### config.mk
export PLATFORM = sky130hd
export DESIGN_NAME = panel_vtiming
export DESIGN_NICKNAME = d
export VERILOG_FILES = /design/src/panel_vtiming_pkg.sv /design/src/panel_vtiming.sv
export VERILOG_INCLUDE_DIRS = /design/src
export SDC_FILE = /design/constraint.sdc
export NUM_CORES = 1
export LEC_CHECK = 0
export ABC_AREA = 1
export BUFFER_PORTS_ARGS = -buffer_cell sky130_fd_sc_hd__buf_2
export CORE_ASPECT_RATIO = 0.75
export CORE_MARGIN = 3
export CORE_UTILIZATION = 45
export CTS_CLUSTER_SIZE = 28
export DETAILED_ROUTE_END_ITERATION = 10
export PLACE_DENSITY = 0.62
export SYNTH_ARGS = -nofsm -noshare
export SYNTH_HDL_FRONTEND = slang
export SYNTH_SLANG_ARGS = --single-unit
### constraint.sdc
create_clock -name CLK_SYS_I -period 13.5 [get_ports CLK_SYS_I]
set_input_delay 0.675 -clock CLK_SYS_I [delete_from_list [all_inputs] [get_ports CLK_SYS_I]]
set_output_delay 0.675 -clock CLK_SYS_I [all_outputs]
set_load 0.1 [all_outputs]
### src/panel_vtiming_cfg.svh
`ifndef PANEL_VTIMING_CFG_SVH
`define PANEL_VTIMING_CFG_SVH

// =====================================================================
// Register indices on the indexed I/O port
`define IDX_BLINK_RATE    8'h60
`define IDX_CMAP_CTRL     8'h61
`define IDX_CMAP_SHIFT    8'h62
`define IDX_COLOR_MAP     8'h63
`define IDX_ALT_VTOTAL    8'h64
`define IDX_ALT_VOVF      8'h65
`define IDX_ALT_VS_START  8'h66
`define IDX_ALT_VS_END    8'h67
`define IDX_VPANEL_SIZE   8'h68
`define IDX_DRIVE_CTRL    8'h6c
`define IDX_POLY_FRC      8'h6e
`define IDX_FB_CTRL       8'h6f

// =====================================================================
// Reset values
`define RST_BLINK_RATE    8'h83
`define RST_COLOR_MAP     8'h40
`define RST_ZERO          8'h00

// =====================================================================
// Field positions
`define CMAP_EN_BIT       0
`define CMAP_SAT_BIT      5
`define CMAP_LEGACY_BIT   6
`define CMAP_TVP_BIT      7
`define CMAP_NEWTE_BIT    6
`define CMAP_GVP_BIT      7
`define OVF_VT8_BIT       0
`define OVF_PS8_BIT       1
`define OVF_VS8_BIT       2
`define OVF_VT9_BIT       5
`define OVF_PS9_BIT       6
`define OVF_VS9_BIT       7
`define DRV_SUPPLY_BIT    1

// =====================================================================
// Timing counts, in vertical syncs, and the text attribute codes
`define GFX_BLINK_PERIOD  5'd31
`define GFX_BLINK_HALF    5'd16
`define ATTR_NORMAL       8'h07
`define ATTR_BRIGHT       8'h0f

`endif

### src/panel_vtiming_pkg.sv
package panel_vtiming_pkg;
	typedef logic [3:0] color4_t;
	typedef logic [5:0] color6_t;
	typedef logic [9:0] line_t;
	typedef enum logic [1:0] {
		DUTY_HALF_A,
		DUTY_QUARTER,
		DUTY_HALF_B,
		DUTY_THREE_Q
	} char_duty_t;
endpackage : panel_vtiming_pkg

### src/panel_vtiming.sv
// Overview of operation
// - Cursor blink period in vsyncs is (field+1)*2, half on; resets to 3.
// - Graphics pixel blink is fixed: 32 vsyncs, 16 on and 16 off.
// - Character duty field 00..11 gives 50%, 25%, 50%, 75%; default 10.
// - Char period equals cursor period for 00, otherwise twice it.
// - Mapping on in panel text bypasses lookup and palette, else normal.
// - Mapped 4-bit pixels expand to 6 bits, out3 per mono/colour select.
// - Mapping enable has no effect on CRT or on panel graphics.
// - Close but unequal fg/bg colours are separated by the shift values.
// - Saturation bit: 0 clamps to 0..15, 1 wraps modulo 16.
// - Foreground shift added when fg above bg, subtracted when below.
// - Background shift added when bg above fg, subtracted when below.
// - Legacy enhancement swaps attributes 07h and 0Fh in panel text.
// - New enhancement resets to 1, no CRT effect; never both bits set (the logic does not block both, each acts).
// - Graphics polarity inverts CRT and panel graphics; text only panel.
// - Mono 1-bit panels: video at or above threshold gives 1, else 0.
// - Alternate vertical total is 10 bits; lines per frame = value + 2.
// - Overflow holds bit 8 of total/size/start in 0..2, bit 9 in 5..7.
// - Panel vsync asserts at scan line sync start value plus 1.
// - Vsync ends when low four line bits match the four-bit end field.
// - Vertical panel size is 10 bits; panel lines = value + 1.
// - Supply select bit captures its strap at reset release; 1 = 5V.
// - Polynomial frc N and M fields give row and column offsets.
`include "panel_vtiming_cfg.svh"
`timescale 1ns/1ps
`default_nettype none

module panel_vtiming
	import panel_vtiming_pkg::*;
(
	input  wire logic       CLK_SYS_I,
	input  wire logic       RST_I,
	input  wire logic [7:0] IO_INDEX_I,
	input  wire logic [7:0] IO_WDATA_I,
	input  wire logic       IO_WR_I,
	input  wire logic       IO_RD_I,
	output logic      [7:0] IO_RDATA_O,
	input  wire logic       STRAP_SUPPLY_I,
	input  wire logic       VSYNC_TICK_I,
	input  wire logic       LINE_TICK_I,
	input  wire logic       PANEL_MODE_I,
	input  wire logic       TEXT_MODE_I,
	input  wire logic       MONO_COLOR_SEL_I,
	input  wire logic       PALETTE_EN_I,
	input  wire logic       MONO_1BPP_I,
	input  wire logic       POLY_FRC_SEL_I,
	input  wire logic       PIX_VALID_I,
	input  wire logic       PIX_ON_I,
	input  wire logic [3:0] PIX_FG_I,
	input  wire logic [3:0] PIX_BG_I,
	input  wire logic [5:0] PIX_GFX_I,
	input  wire logic [7:0] PIX_ATTR_I,
	output logic            CURSOR_BLINK_O,
	output logic            CHAR_BLINK_O,
	output logic            GFX_BLINK_O,
	output logic            PIX_VALID_O,
	output logic      [5:0] PIX_DATA_O,
	output logic      [3:0] FG_O,
	output logic      [3:0] BG_O,
	output logic      [7:0] ATTR_O,
	output logic            USE_LUT_O,
	output logic            USE_PALETTE_O,
	output logic            MONO_BIT_O,
	output logic            TEXT_ENH_NEW_O,
	output logic            PANEL_VSYNC_O,
	output logic            PANEL_ACTIVE_O,
	output logic            FRAME_START_O,
	output logic      [9:0] LINE_O,
	output logic      [3:0] FRC_ROW_OFS_O,
	output logic      [3:0] FRC_COL_OFS_O,
	output logic            SUPPLY_5V_O
);

	// =================================================================
	// Helpers
	function automatic color4_t shift4(input color4_t a, input color4_t s,
		input logic sub, input logic wrap);
		logic [4:0] r;
		// Carry or borrow into bit 4 means the limit was crossed
		r = sub ? ({1'b0, a} - {1'b0, s}) : ({1'b0, a} + {1'b0, s});
		if (wrap || !r[4])
			shift4 = r[3:0];
		else
			shift4 = sub ? 4'h0 : 4'hf;
	endfunction : shift4

	function automatic color6_t expand6(input color4_t c, input logic mono);
		logic b3;
		b3 = mono ? |c : c[3];
		expand6 = {c[3], c[3], b3, c[2:0]};
	endfunction : expand6

	// =================================================================
	// Register file
	logic [7:0] blink_q, cmap_q, shift_q, cmapc_q, vt_q, ovf_q;
	logic [7:0] vss_q, vse_q, psize_q, drive_q, frc_q, fb_q;
	logic       strap_pend_q;
	logic       wr_blink;

	assign wr_blink = IO_WR_I && (IO_INDEX_I == `IDX_BLINK_RATE);

	always_ff @(posedge CLK_SYS_I or posedge RST_I) begin
		if (RST_I) begin
			blink_q <= `RST_BLINK_RATE;
			cmap_q  <= `RST_ZERO;
			shift_q <= `RST_ZERO;
			cmapc_q <= `RST_COLOR_MAP;
			vt_q    <= `RST_ZERO;
			ovf_q   <= `RST_ZERO;
			vss_q   <= `RST_ZERO;
			vse_q   <= `RST_ZERO;
			psize_q <= `RST_ZERO;
			frc_q   <= `RST_ZERO;
			fb_q    <= `RST_ZERO;
		end else if (IO_WR_I) begin
			unique case (IO_INDEX_I)
				`IDX_BLINK_RATE:   blink_q <= IO_WDATA_I;
				`IDX_CMAP_CTRL:    cmap_q  <= IO_WDATA_I;
				`IDX_CMAP_SHIFT:   shift_q <= IO_WDATA_I;
				`IDX_COLOR_MAP:    cmapc_q <= IO_WDATA_I;
				`IDX_ALT_VTOTAL:   vt_q    <= IO_WDATA_I;
				`IDX_ALT_VOVF:     ovf_q   <= IO_WDATA_I;
				`IDX_ALT_VS_START: vss_q   <= IO_WDATA_I;
				`IDX_ALT_VS_END:   vse_q   <= IO_WDATA_I;
				`IDX_VPANEL_SIZE:  psize_q <= IO_WDATA_I;
				`IDX_POLY_FRC:     frc_q   <= IO_WDATA_I;
				`IDX_FB_CTRL:      fb_q    <= IO_WDATA_I;
				default: ;
			endcase
		end
	end

	// Strap is caught by a clocked process on the first edge after release
	always_ff @(posedge CLK_SYS_I or posedge RST_I) begin
		if (RST_I) begin
			drive_q      <= `RST_ZERO;
			strap_pend_q <= 1'b1;
		end else if (strap_pend_q) begin
			drive_q[`DRV_SUPPLY_BIT] <= STRAP_SUPPLY_I;
			strap_pend_q             <= 1'b0;
		end else if (IO_WR_I && IO_INDEX_I == `IDX_DRIVE_CTRL) begin
			drive_q <= IO_WDATA_I;
		end
	end

	always_ff @(posedge CLK_SYS_I or posedge RST_I) begin
		if (RST_I) begin
			IO_RDATA_O <= `RST_ZERO;
		end else if (IO_RD_I) begin
			unique case (IO_INDEX_I)
				`IDX_BLINK_RATE:   IO_RDATA_O <= blink_q;
				`IDX_CMAP_CTRL:    IO_RDATA_O <= cmap_q;
				`IDX_CMAP_SHIFT:   IO_RDATA_O <= shift_q;
				`IDX_COLOR_MAP:    IO_RDATA_O <= cmapc_q;
				`IDX_ALT_VTOTAL:   IO_RDATA_O <= vt_q;
				`IDX_ALT_VOVF:     IO_RDATA_O <= ovf_q;
				`IDX_ALT_VS_START: IO_RDATA_O <= vss_q;
				`IDX_ALT_VS_END:   IO_RDATA_O <= vse_q;
				`IDX_VPANEL_SIZE:  IO_RDATA_O <= psize_q;
				`IDX_DRIVE_CTRL:   IO_RDATA_O <= drive_q;
				`IDX_POLY_FRC:     IO_RDATA_O <= frc_q;
				`IDX_FB_CTRL:      IO_RDATA_O <= fb_q;
				default:           IO_RDATA_O <= `RST_ZERO;
			endcase
		end
	end

	// =================================================================
	// Blink timing
	logic [8:0] cur_half, cur_last, chr_last, chr_on;
	logic [8:0] cur_cnt_q, chr_cnt_q;
	logic [4:0] gfx_cnt_q;
	char_duty_t duty;

	assign duty     = char_duty_t'(blink_q[7:6]);
	assign cur_half = {3'b000, blink_q[5:0]} + 9'd1;
	assign cur_last = {cur_half[7:0], 1'b0} - 9'd1;
	// Char period doubles for every duty setting but the first
	assign chr_last = (duty == DUTY_HALF_A) ? cur_last
		: {cur_half[6:0], 2'b00} - 9'd1;

	always_comb begin
		unique case (duty)
			DUTY_HALF_A:  chr_on = cur_half;
			DUTY_QUARTER: chr_on = cur_half;
			DUTY_HALF_B:  chr_on = {cur_half[7:0], 1'b0};
			DUTY_THREE_Q: chr_on = {cur_half[7:0], 1'b0} + cur_half;
		endcase
	end

	// A rate write restarts all phases so a new period starts clean
	always_ff @(posedge CLK_SYS_I or posedge RST_I) begin
		if (RST_I) begin
			cur_cnt_q <= 9'h000;
			chr_cnt_q <= 9'h000;
			gfx_cnt_q <= 5'h00;
		end else if (wr_blink) begin
			cur_cnt_q <= 9'h000;
			chr_cnt_q <= 9'h000;
			gfx_cnt_q <= 5'h00;
		end else if (VSYNC_TICK_I) begin
			cur_cnt_q <= (cur_cnt_q >= cur_last) ? 9'h000
				: cur_cnt_q + 9'd1;
			chr_cnt_q <= (chr_cnt_q >= chr_last) ? 9'h000
				: chr_cnt_q + 9'd1;
			gfx_cnt_q <= gfx_cnt_q + 5'd1;
		end
	end

	always_ff @(posedge CLK_SYS_I or posedge RST_I) begin
		if (RST_I) begin
			CURSOR_BLINK_O <= 1'b0;
			CHAR_BLINK_O   <= 1'b0;
			GFX_BLINK_O    <= 1'b0;
		end else begin
			CURSOR_BLINK_O <= cur_cnt_q < cur_half;
			CHAR_BLINK_O   <= chr_cnt_q < chr_on;
			GFX_BLINK_O    <= gfx_cnt_q < `GFX_BLINK_HALF;
		end
	end

	// =================================================================
	// Text contrast mapping and video path
	logic    panel_text, mapped, close, gfx_inv, txt_inv, inv;
	color4_t fg_adj, bg_adj, diff, sel_col;
	color6_t video;
	logic [7:0] attr;

	assign panel_text = PANEL_MODE_I && TEXT_MODE_I;
	assign mapped  = panel_text && cmap_q[`CMAP_EN_BIT];
	assign diff    = (PIX_FG_I > PIX_BG_I) ? PIX_FG_I - PIX_BG_I
		: PIX_BG_I - PIX_FG_I;
	// Equal colours are left alone, so an all-blank cell stays blank
	assign close   = (PIX_FG_I != PIX_BG_I) && (diff < cmap_q[4:1]);
	assign fg_adj  = close ? shift4(PIX_FG_I, shift_q[3:0],
		PIX_FG_I < PIX_BG_I, cmap_q[`CMAP_SAT_BIT]) : PIX_FG_I;
	assign bg_adj  = close ? shift4(PIX_BG_I, shift_q[7:4],
		PIX_BG_I < PIX_FG_I, cmap_q[`CMAP_SAT_BIT]) : PIX_BG_I;
	assign sel_col = PIX_ON_I ? (mapped ? fg_adj : PIX_FG_I)
		: (mapped ? bg_adj : PIX_BG_I);
	assign gfx_inv = !TEXT_MODE_I && cmapc_q[`CMAP_GVP_BIT];
	assign txt_inv = panel_text && cmap_q[`CMAP_TVP_BIT];
	assign inv     = gfx_inv || txt_inv;

	always_comb begin
		if (!TEXT_MODE_I)
			video = PIX_GFX_I;
		else if (mapped)
			video = expand6(sel_col, MONO_COLOR_SEL_I);
		else
			video = {2'b00, sel_col};
		if (inv)
			video = ~video;
	end

	always_comb begin
		attr = PIX_ATTR_I;
		if (panel_text && cmap_q[`CMAP_LEGACY_BIT]) begin
			if (PIX_ATTR_I == `ATTR_NORMAL)
				attr = `ATTR_BRIGHT;
			else if (PIX_ATTR_I == `ATTR_BRIGHT)
				attr = `ATTR_NORMAL;
		end
	end

	always_ff @(posedge CLK_SYS_I or posedge RST_I) begin
		if (RST_I) begin
			PIX_VALID_O   <= 1'b0;
			PIX_DATA_O    <= 6'h00;
			FG_O          <= 4'h0;
			BG_O          <= 4'h0;
			ATTR_O        <= 8'h00;
			USE_LUT_O     <= 1'b1;
			USE_PALETTE_O <= 1'b0;
			MONO_BIT_O    <= 1'b0;
		end else begin
			PIX_VALID_O <= PIX_VALID_I;
			if (PIX_VALID_I) begin
				PIX_DATA_O    <= video;
				FG_O          <= mapped ? fg_adj : PIX_FG_I;
				BG_O          <= mapped ? bg_adj : PIX_BG_I;
				ATTR_O        <= attr;
				USE_LUT_O     <= !mapped;
				USE_PALETTE_O <= !mapped && PALETTE_EN_I;
				MONO_BIT_O    <= PANEL_MODE_I && MONO_1BPP_I
					&& (video >= cmapc_q[5:0]);
			end
		end
	end

	// =================================================================
	// Panel vertical timing
	logic [10:0] vt_last, vs_line, ps_last;
	line_t       line_q;

	assign vt_last = {1'b0, ovf_q[`OVF_VT9_BIT], ovf_q[`OVF_VT8_BIT], vt_q}
		+ 11'd1;
	assign vs_line = {1'b0, ovf_q[`OVF_VS9_BIT], ovf_q[`OVF_VS8_BIT], vss_q}
		+ 11'd1;
	assign ps_last = {1'b0, ovf_q[`OVF_PS9_BIT], ovf_q[`OVF_PS8_BIT],
		psize_q};

	always_ff @(posedge CLK_SYS_I or posedge RST_I) begin
		if (RST_I) begin
			line_q        <= 10'h000;
			FRAME_START_O <= 1'b0;
		end else begin
			FRAME_START_O <= 1'b0;
			if (LINE_TICK_I) begin
				if ({1'b0, line_q} >= vt_last) begin
					line_q        <= 10'h000;
					FRAME_START_O <= 1'b1;
				end else begin
					line_q <= line_q + 10'd1;
				end
			end
		end
	end

	// Sync is judged on the line just entered so start and end track it
	line_t line_nx;
	assign line_nx = ({1'b0, line_q} >= vt_last) ? 10'h000
		: line_q + 10'd1;

	always_ff @(posedge CLK_SYS_I or posedge RST_I) begin
		if (RST_I) begin
			PANEL_VSYNC_O  <= 1'b0;
			PANEL_ACTIVE_O <= 1'b0;
			LINE_O         <= 10'h000;
		end else if (LINE_TICK_I) begin
			LINE_O         <= line_nx;
			PANEL_ACTIVE_O <= {1'b0, line_nx} <= ps_last;
			if ({1'b0, line_nx} == vs_line)
				PANEL_VSYNC_O <= 1'b1;
			else if (line_nx[3:0] == vse_q[3:0])
				PANEL_VSYNC_O <= 1'b0;
		end
	end

	// =================================================================
	// Static control outputs
	always_ff @(posedge CLK_SYS_I or posedge RST_I) begin
		if (RST_I) begin
			TEXT_ENH_NEW_O <= 1'b0;
			FRC_ROW_OFS_O  <= 4'h0;
			FRC_COL_OFS_O  <= 4'h0;
			SUPPLY_5V_O    <= 1'b1;
		end else begin
			TEXT_ENH_NEW_O <= panel_text && cmapc_q[`CMAP_NEWTE_BIT];
			FRC_ROW_OFS_O  <= (PANEL_MODE_I && POLY_FRC_SEL_I)
				? frc_q[3:0] : 4'h0;
			FRC_COL_OFS_O  <= (PANEL_MODE_I && POLY_FRC_SEL_I)
				? frc_q[7:4] : 4'h0;
			SUPPLY_5V_O    <= drive_q[`DRV_SUPPLY_BIT];
		end
	end
endmodule : panel_vtiming

`default_nettype wire

==> results of run 1 <==
-- cell usage after synthesis (7+ instances only) --
master and number:
o22ai_1 25, dfstp_2 7, mux2_2 7, nor3_1 15, nand3_1 73, inv_1 211, nand4_1 16, o21ai_0 161
nor2_1 88, nor2_2 7, clkbuf_1 27, ha_1 99, xor2_1 48, dfrtp_1 173, a221oi_1 26, a21oi_1 44
nand3_2 7, nand2_1 351
-- final cells by class --
class                           instances  share of cell area [%]
Sequential cell                       180                   34.91
Multi-Input combinational cell       1035                   46.98
Inverter                              216                   6.329
Timing Repair Buffer                  114                   4.452
Clock inverter                         13                  0.6387
Tap cell                              338                   3.271
Clock buffer                           19                   3.426
-- how the worst max path moves through the flow --
stage	to	depth (start not counted)
floorplan	ATTR_O[0]$_DFFE_PP0P_	1
CTS	MONO_BIT_O$_DFFE_PP0P_	34
finish	MONO_BIT_O$_DFFE_PP0P_	34
global placement	MONO_BIT_O$_DFFE_PP0P_	34
detailed placement	MONO_BIT_O$_DFFE_PP0P_	34
global route	MONO_BIT_O$_DFFE_PP0P_	33
-- cell families (layout without fill, tap and decap cells) --
family / after synthesis / after routing / share of synthesized area, %
and+or+nand+nor: 587 / 587 / 22.22
AOI/OAI and AO/OA: 282 / 282 / 13.96
buffers and inverters: 251 / 362 / 8.351
DFF: 180 / 180 / 39.07
adders and majority gates: 104 / 104 / 11.59
xor gates and xnor gates: 54 / 54 / 4.094
muxes: 7 / 7 / 0.6824
other: 1 / 1 / 0.03246
-- through the flow --
stage / hold WS [ps] / total power [W]
after floorplan: 374.7 / 0.001130
after global placement: 434.5 / 0.001262
after detailed placement: 432.5 / 0.001273
after CTS: 419.5 / 0.001740
after global routing: 446.7 / 0.001848
final: 382.1 / 0.001731
-- layer usage --
layer	vias to the layer above	GRT usage, %	share of wire [%]
li1	5019	-	-
met1	4643	35.76	51
met2	322	31.89	40
met3	21	4.888	8.1
met4	4	4.400	0.83
met5	-	0	0.045
-- critical path, delay by kind of cell --
family	cells	cell delay, ps
fa+ha+maj	4	1090
mux	1	390
compound gates	9	1200
buf+inv	5	400
simple gates	15	1470
-- power by group through the flow --
stage               Combinational [W]  Sequential [W]  Clock, W
floorplan                    0.000349        0.000781         0
global placement             0.000601        0.000660         0
detailed placement           0.000612        0.000661         0
CTS                          0.000617        0.000652  0.000472
global route                 0.000696        0.000660  0.000492
finish                       0.000616        0.000652  0.000462
==> flow_summary.rst, run 1 <==
.. list-table::
   :header-rows: 1

   * - Metric
     - Value
   * - Total Routing Usage GR
     - 22.69%
   * - Worst Setup Slack, final
     - 8514 ps
   * - Area share of the largest cell type after synthesis
     - 37.48%
   * - CP endpoint kind
     - flip-flop
   * - Relative slew margins
     - 32.09%
   * - Die boundary height
     - 144.8 um
   * - IR drop worst, VDD
     - 0.00009583 V
   * - CTS Buffer Depth
     - 2
   * - First-pass detailed-route iteration total
     - 5
   * - Count of warnings emitted by yosys
     - 0
   * - Period minus WS final
     - 4986 ps
   * - Clock tree from TritonCTS
     - done
   * - Count of nets left with antenna violations after detail routing
     - 0
   * - Layout cells sized above 1
     - 12.43%
   * - Number of antenna violations at the first check in global routing
     - 2
   * - Peak fanout along the critical path
     - 10
   * - TritonCTS sink count
     - 180
   * - Register cell area after layout
     - 4513 um2
   * - Setup TNS
     - 0 ps
   * - Filler cell count in the final layout
     - 2,439
   * - Comb pwr share
     - 35.6%
   * - Maximum number of pins on one net before global-route repair
     - 112
   * - Area leader, netlist
     - dfrtp_1
   * - Registers with the most flip-flops
     - LINE_O (10), chr_cnt_q (9), cur_cnt_q (9)
   * - Mean routed wirelength per cell
     - 16.19 um
   * - Post-CTS setup buffer count
     - 0
   * - Worst endpoint data arrival time
     - 5260 ps
   * - Post-layout utilization of the core
     - 51.54%
   * - Number of enable flip-flop cells after synthesis
     - 0
   * - Fmax
     - 200.6 MHz
   * - Switching part of the total power
     - 41.07%
   * - Count of cells along the worst register-to-register path
     - 19
   * - Most common cell on crit path
     - nand2_1
   * - Reg clk slew, reported paths
     - 70 ps
   * - Longest individual stage delay on the worst path
     - 400 ps
   * - Largest register by flop count
     - LINE_O
   * - Area of all placed cells without fillers
     - 12,930 um2
   * - Worst setup path startpoint
     - PIX_FG_I[0]
   * - Critical register-to-register path startpoint
     - vt_q[2]$_DFFE_PP0P_
   * - DP HPWL
     - 23.52 mm
   * - Clk root buf
     - clkbuf_16
   * - FFs w/ async S/R, synth
     - 100.0%
   * - Via-per-instance ratio
     - 5.227
   * - Die boundary width
     - 191 um
   * - Ys flop type
     - dfrtp_1
   * - Most common cell after layout, fill and taps aside
     - nand2_1
   * - Number of flip-flops under the largest register name
     - 10
   * - Sequential element share of the synthesized area
     - 39.07%
   * - Remaining Overflow, GRT
     - 0
   * - Fin Clk Skew
     - 13.41 ps
   * - Number of hold violations in the final report
     - 0
   * - Routed via count
     - 10,010
   * - # port buffers
     - 112
   * - Leak Pwr
     - 6.547 nW
   * - Critical Path Start Type
     - primary input
   * - Post-synthesis average cell area
     - 7.879 um2
   * - Critical-path top delay cell
     - fa_1
   * - Placer's final routability congestion estimate
     - 0.8861
   * - I/O pin cnt
     - 113
   * - Number of nets at the end of the flow
     - 1,721
   * - H-tree Lvls
     - 4
   * - Number of cells in the design after placement
     - 1,883
   * - Kind of critical path
     - primary input to flip-flop
   * - # resized after CTS
     - 0
   * - Run status
     - finished, final reports clean
   * - Internal portion of total power
     - 0.001020 W
   * - Placement-stage worst setup slack
     - 8098 ps
   * - Global-route wire length before repair
     - 49.06 mm
   * - TritonCTS buffer count
     - 17
   * - Hold bufs inserted after CTS
     - 0
   * - Area of the die
     - 27,650 um2
   * - Power dissipated by switching net loads
     - 0.0007108 W
   * - Vias in the first global route
     - 9,053
   * - Final setup viols
     - 0
   * - Initial Util
     - 46.04%
   * - Unrepaired setup endpoints after global routing
     - false
   * - Ant diodes
     - 0
   * - Kind of path behind the tightest hold check
     - primary input to async pin
   * - Number of distinct library cell variants in the gate-level netlist after synthesis
     - 53
   * - Reg-to-reg slack, setup
     - 9070 ps
   * - Post-Syn Area
     - 11,550 um2
   * - Std cell rows
     - 50
   * - Commonest cells after routing, fill and taps aside
     - 351 x nand2_1, 210 x inv_1, 173 x dfrtp_1
   * - Most area-consuming cells after synthesis
     - dfrtp_1 37%, nand2_1 11%, ha_1 11%
   * - Clk_lat worst skew
     - 440 ps
   * - DP Area
     - 12,400 um2
   * - Reg2Reg Capture Point
     - PANEL_ACTIVE_O$_DFFE_PP0P_
   * - Area of the core
     - 25,090 um2
   * - Portion of total power attributed to sequential cells
     - 37.7%
   * - Power density relative to cell area
     - 133.9 nW/um2
   * - Max-slew violation count
     - 0
   * - Syn nets
     - 1,623
   * - 1st-iter DRT viols
     - 808
   * - Number of max-cap violations
     - 0
   * - Part of the power in the clock network
     - 26.7%
   * - Period utilisation layout
     - 36.93%
   * - Crit path required time
     - 13,770 ps
   * - Number of remaining DRC errors
     - 0
   * - Area of the multi-input gates
     - 6073 um2
   * - Measured slew at the worst slew-check pin
     - 1018 ps
   * - Post-Syn Instances
     - 1,466
   * - Total of flip-flops plus latches after synthesis
     - 180
   * - Final Non-Filler Cells
     - 1,915
   * - Area grow syn2layout
     - 11.93%
   * - Total Wirelength
     - 31.00 mm
Power figures use the tool's default switching activity.
==> inputs of run 2 (changes only) <==
==> constraint.sdc (replaced) <==
create_clock -name CLK_SYS_I -period 5.05 [get_ports CLK_SYS_I]
set_input_delay 0.2525 -clock CLK_SYS_I [delete_from_list [all_inputs] [get_ports CLK_SYS_I]]
set_output_delay 0.2525 -clock CLK_SYS_I [all_outputs]
set_load 0.1 [all_outputs]
==> run 2 against run 1 <==
  * Global-route usage grew 0.40 points
  * Clock skew increased by 1.6 ps
  * Count of clock-buffer cells in the layout is 3 higher
  * Critical path depth did not move
  * Highest routed layer unchanged
  * First-iteration DRC count down 13%
  * Sequential share of layout area fell by 0.27 points
  * Final cell count is 0.21% higher
  * Sequential power increased to 2.7 times the previous value
  * Largest cell class unchanged
  * Register-to-register slack worse by 8300 ps
  * Wire length increased by 0.82%
  * Combinational power increased to 2.7 times the previous value
==> flow_summary.rst, run 2 (synthesis gave the netlist of run 1 again) <==
.. list-table::
   :header-rows: 1

   * - Metric
     - Value
   * - CTS Buffer Depth
     - 2 (unchanged)
   * - Fin Clk Skew
     - 15.06 ps (was 13.41 ps)
   * - Clk_lat worst skew
     - 440 ps (about the same)
   * - Global-route wire length before repair
     - 49.82 mm (was 49.06 mm)
   * - Critical-path top delay cell
     - fa_1 (unchanged)
   * - Leak Pwr
     - 6.586 nW (was 6.547 nW)
   * - Most common cell after layout, fill and taps aside
     - nand2_1 (unchanged)
   * - Most common cell on crit path
     - nand2_1 (unchanged)
   * - Clock tree from TritonCTS
     - done (unchanged)
   * - Die boundary width
     - 191 um (unchanged)
   * - Number of max-cap violations
     - 0 (unchanged)
   * - Std cell rows
     - 50 (unchanged)
   * - Placer's final routability congestion estimate
     - 0.9298 (was 0.8861)
   * - Final setup viols
     - 0 (unchanged)
   * - IR drop worst, VDD
     - 0.0002847 V (was 0.00009583 V)
   * - Kind of path behind the tightest hold check
     - primary input to flip-flop (was primary input to async pin)
   * - Count of nets left with antenna violations after detail routing
     - 0 (unchanged)
   * - Filler cell count in the final layout
     - 2,443 (was 2,439)
   * - Unrepaired setup endpoints after global routing
     - false (unchanged)
   * - Placement-stage worst setup slack
     - 115.5 ps (was 8098 ps)
   * - Critical Path Start Type
     - primary input (unchanged)
   * - I/O pin cnt
     - 113 (unchanged)
   * - Initial Util
     - 46.04% (unchanged)
   * - Measured slew at the worst slew-check pin
     - 994.7 ps (was 1018 ps)
   * - Worst Setup Slack, final
     - 557.7 ps (was 8514 ps)
   * - Fmax
     - 222.6 MHz
   * - Commonest cells after routing, fill and taps aside
     - 351 x nand2_1, 210 x inv_1, 173 x dfrtp_1 (unchanged)
   * - TritonCTS sink count
     - 180 (unchanged)
   * - Power density relative to cell area
     - 365.9 nW/um2 (was 133.9 nW/um2)
   * - Number of cells in the design after placement
     - 1,888 (was 1,883)
   * - Relative slew margins
     - 33.61% (was 32.09%)
   * - Post-route total power
     - 0.004767 W (was 0.001731 W)
   * - Number of antenna violations at the first check in global routing
     - 3 (was 2)
   * - Run status
     - finished, final reports clean (unchanged)
   * - Ant diodes
     - 0 (unchanged)
   * - Post-CTS setup buffer count
     - 0 (unchanged)
   * - Worst endpoint data arrival time
     - 4760 ps (was 5260 ps)
   * - Number of remaining DRC errors
     - 0 (unchanged)
   * - Final Non-Filler Cells
     - 1,919 (was 1,915)
   * - H-tree Lvls
     - 4 (unchanged)
   * - Die boundary height
     - 144.8 um (unchanged)
   * - Number of flip-flops under the largest register name
     - 10 (unchanged)
   * - Max-slew violation count
     - 0 (unchanged)
   * - TritonCTS buffer count
     - 17 (unchanged)
   * - DP Area
     - 12,440 um2 (was 12,400 um2)
   * - Area grow syn2layout
     - 12.78% (was 11.93%)
   * - Area of the core
     - 25,090 um2 (unchanged)
   * - DP HPWL
     - 23.82 mm (was 23.52 mm)
   * - 1st-iter DRT viols
     - 704 (was 808)
   * - Crit path required time
     - 5320 ps (was 13,770 ps)
   * - Routed via count
     - 10,060 (was 10,010)
   * - Register cell area after layout
     - 4513 um2 (unchanged)
   * - Reg clk slew, reported paths
     - 60 ps (was 70 ps)
   * - First-pass detailed-route iteration total
     - 5 (unchanged)
   * - Clk root buf
     - clkbuf_16 (unchanged)
   * - Maximum number of pins on one net before global-route repair
     - 60 (was 112)
   * - Area of the multi-input gates
     - 6073 um2 (unchanged)
   * - Registers with the most flip-flops
     - LINE_O (10), chr_cnt_q (9), cur_cnt_q (9) (unchanged)
   * - Total Routing Usage GR
     - 23.09% (was 22.69%)
   * - Via-per-instance ratio
     - 5.240 (was 5.227)
   * - Period utilisation layout
     - 88.96%
   * - Largest register by flop count
     - LINE_O (unchanged)
   * - Remaining Overflow, GRT
     - 0 (unchanged)
   * - Kind of critical path
     - primary input to flip-flop (unchanged)
   * - Peak fanout along the critical path
     - 10 (unchanged)
   * - Area of the die
     - 27,650 um2 (unchanged)
   * - Vias in the first global route
     - 9,137 (was 9,053)
   * - Area of all placed cells without fillers
     - 13,030 um2 (was 12,930 um2)
   * - Total Wirelength
     - 31.25 mm (was 31.00 mm)
   * - Setup TNS
     - 0 ps (unchanged)
   * - Number of hold violations in the final report
     - 0 (unchanged)
   * - CP endpoint kind
     - flip-flop (unchanged)
   * - Period minus WS final
     - 4492 ps
   * - Number of nets at the end of the flow
     - 1,727 (was 1,721)
   * - Mean routed wirelength per cell
     - 16.28 um (was 16.19 um)
   * - Longest individual stage delay on the worst path
     - 410 ps (was 400 ps)
   * - # port buffers
     - 112 (unchanged)
   * - Layout cells sized above 1
     - 12.40% (was 12.43%)
## run 2: cell count changes in the layout (fill, tap and decap cells not counted), moves of 2 or more
cell / change
clkinv_2: -6
buf_4: +5
bufinv_16: +3
clkbuf_1: +3
inv_6: -2
## run 2: worst paths after layout
| path | start | slack [ps] | to | cells past startpoint |
|---|---|---|---|---|
| worst max-delay path | PIX_FG_I[0] | 560 | MONO_BIT_O$_DFFE_PP0P_ | 34 |
| worst min-delay path | STRAP_SUPPLY_I | 30 | drive_q[1]$_DFFE_PP0P_ | 3 |
| worst max register to register | shift_q[0]$_DFFE_PP0P_ | 800 | MONO_BIT_O$_DFFE_PP0P_ | 25 |
| worst min register to register | gfx_cnt_q[4]$_DFFE_PP0P_ | 440 | GFX_BLINK_O$_DFF_PP0_ | 1 |
| max in group asynchronous | RST_I | 3450 | cmapc_q[3]$_DFFE_PP0P_ | 4 |
| min in group asynchronous | RST_I | 450 | ATTR_O[1]$_DFFE_PP0P_ | 3 |
## run 2: metrics by stage
step,utilization [%],hold WS [ps]
CTS,51.93,15.40
detailed placement,49.58,370.3
finish,51.93,27.86
global placement,49.58,371.1
global route,51.93,47.65
floorplan,-,283.9
## run 2: critical path: cells and delay by family
family                   cells  cell delay (ps)
multiplexers                 1              390
AO/OA/AOI/OAI                9             1180
AND/OR/NAND/NOR             15             1430
adder cells (fa/ha/maj)      4             1080
buffers and inverters        5              390
## run 2: area by class of cell
class                   count  share of cell area [%]
flip-flops and latches    180                   34.64
well taps                 338                   3.246
clock inverters             8                  0.9700
inverters                 216                   6.252
multi-input cells        1035                   46.62
clock buffers              22                   3.486
repair buffers            120                   4.783
## run 2: repair_timing
action | 4_1_cts | 5_1_grt
hold buffers | 1 | 0
resized for setup | 0 | 0
hold endpoints to repair | 24 | 0
## run 2: power by group
| group | total (W) | internal (W) | switching [W] |
|---|---|---|---|
| combinational | 0.00166 | 0.000501 | 0.00116 |
| clock | 0.00137 | 0.000789 | 0.000578 |
| sequential | 0.00174 | 0.00159 | 0.000153 |
## run 2: per-layer routing
layer  share of wire [%]  track usage (%)  routed length, um  vias to the layer above
met3                 7.1            5.370               2214                       17
met1                  51            35.73              15940                     4723
met5               0.093                0                 29                        -
li1                    -                -                  -                     5039
met4                0.70            3.203                218                        6
met2                  41            33.55              12850                      271
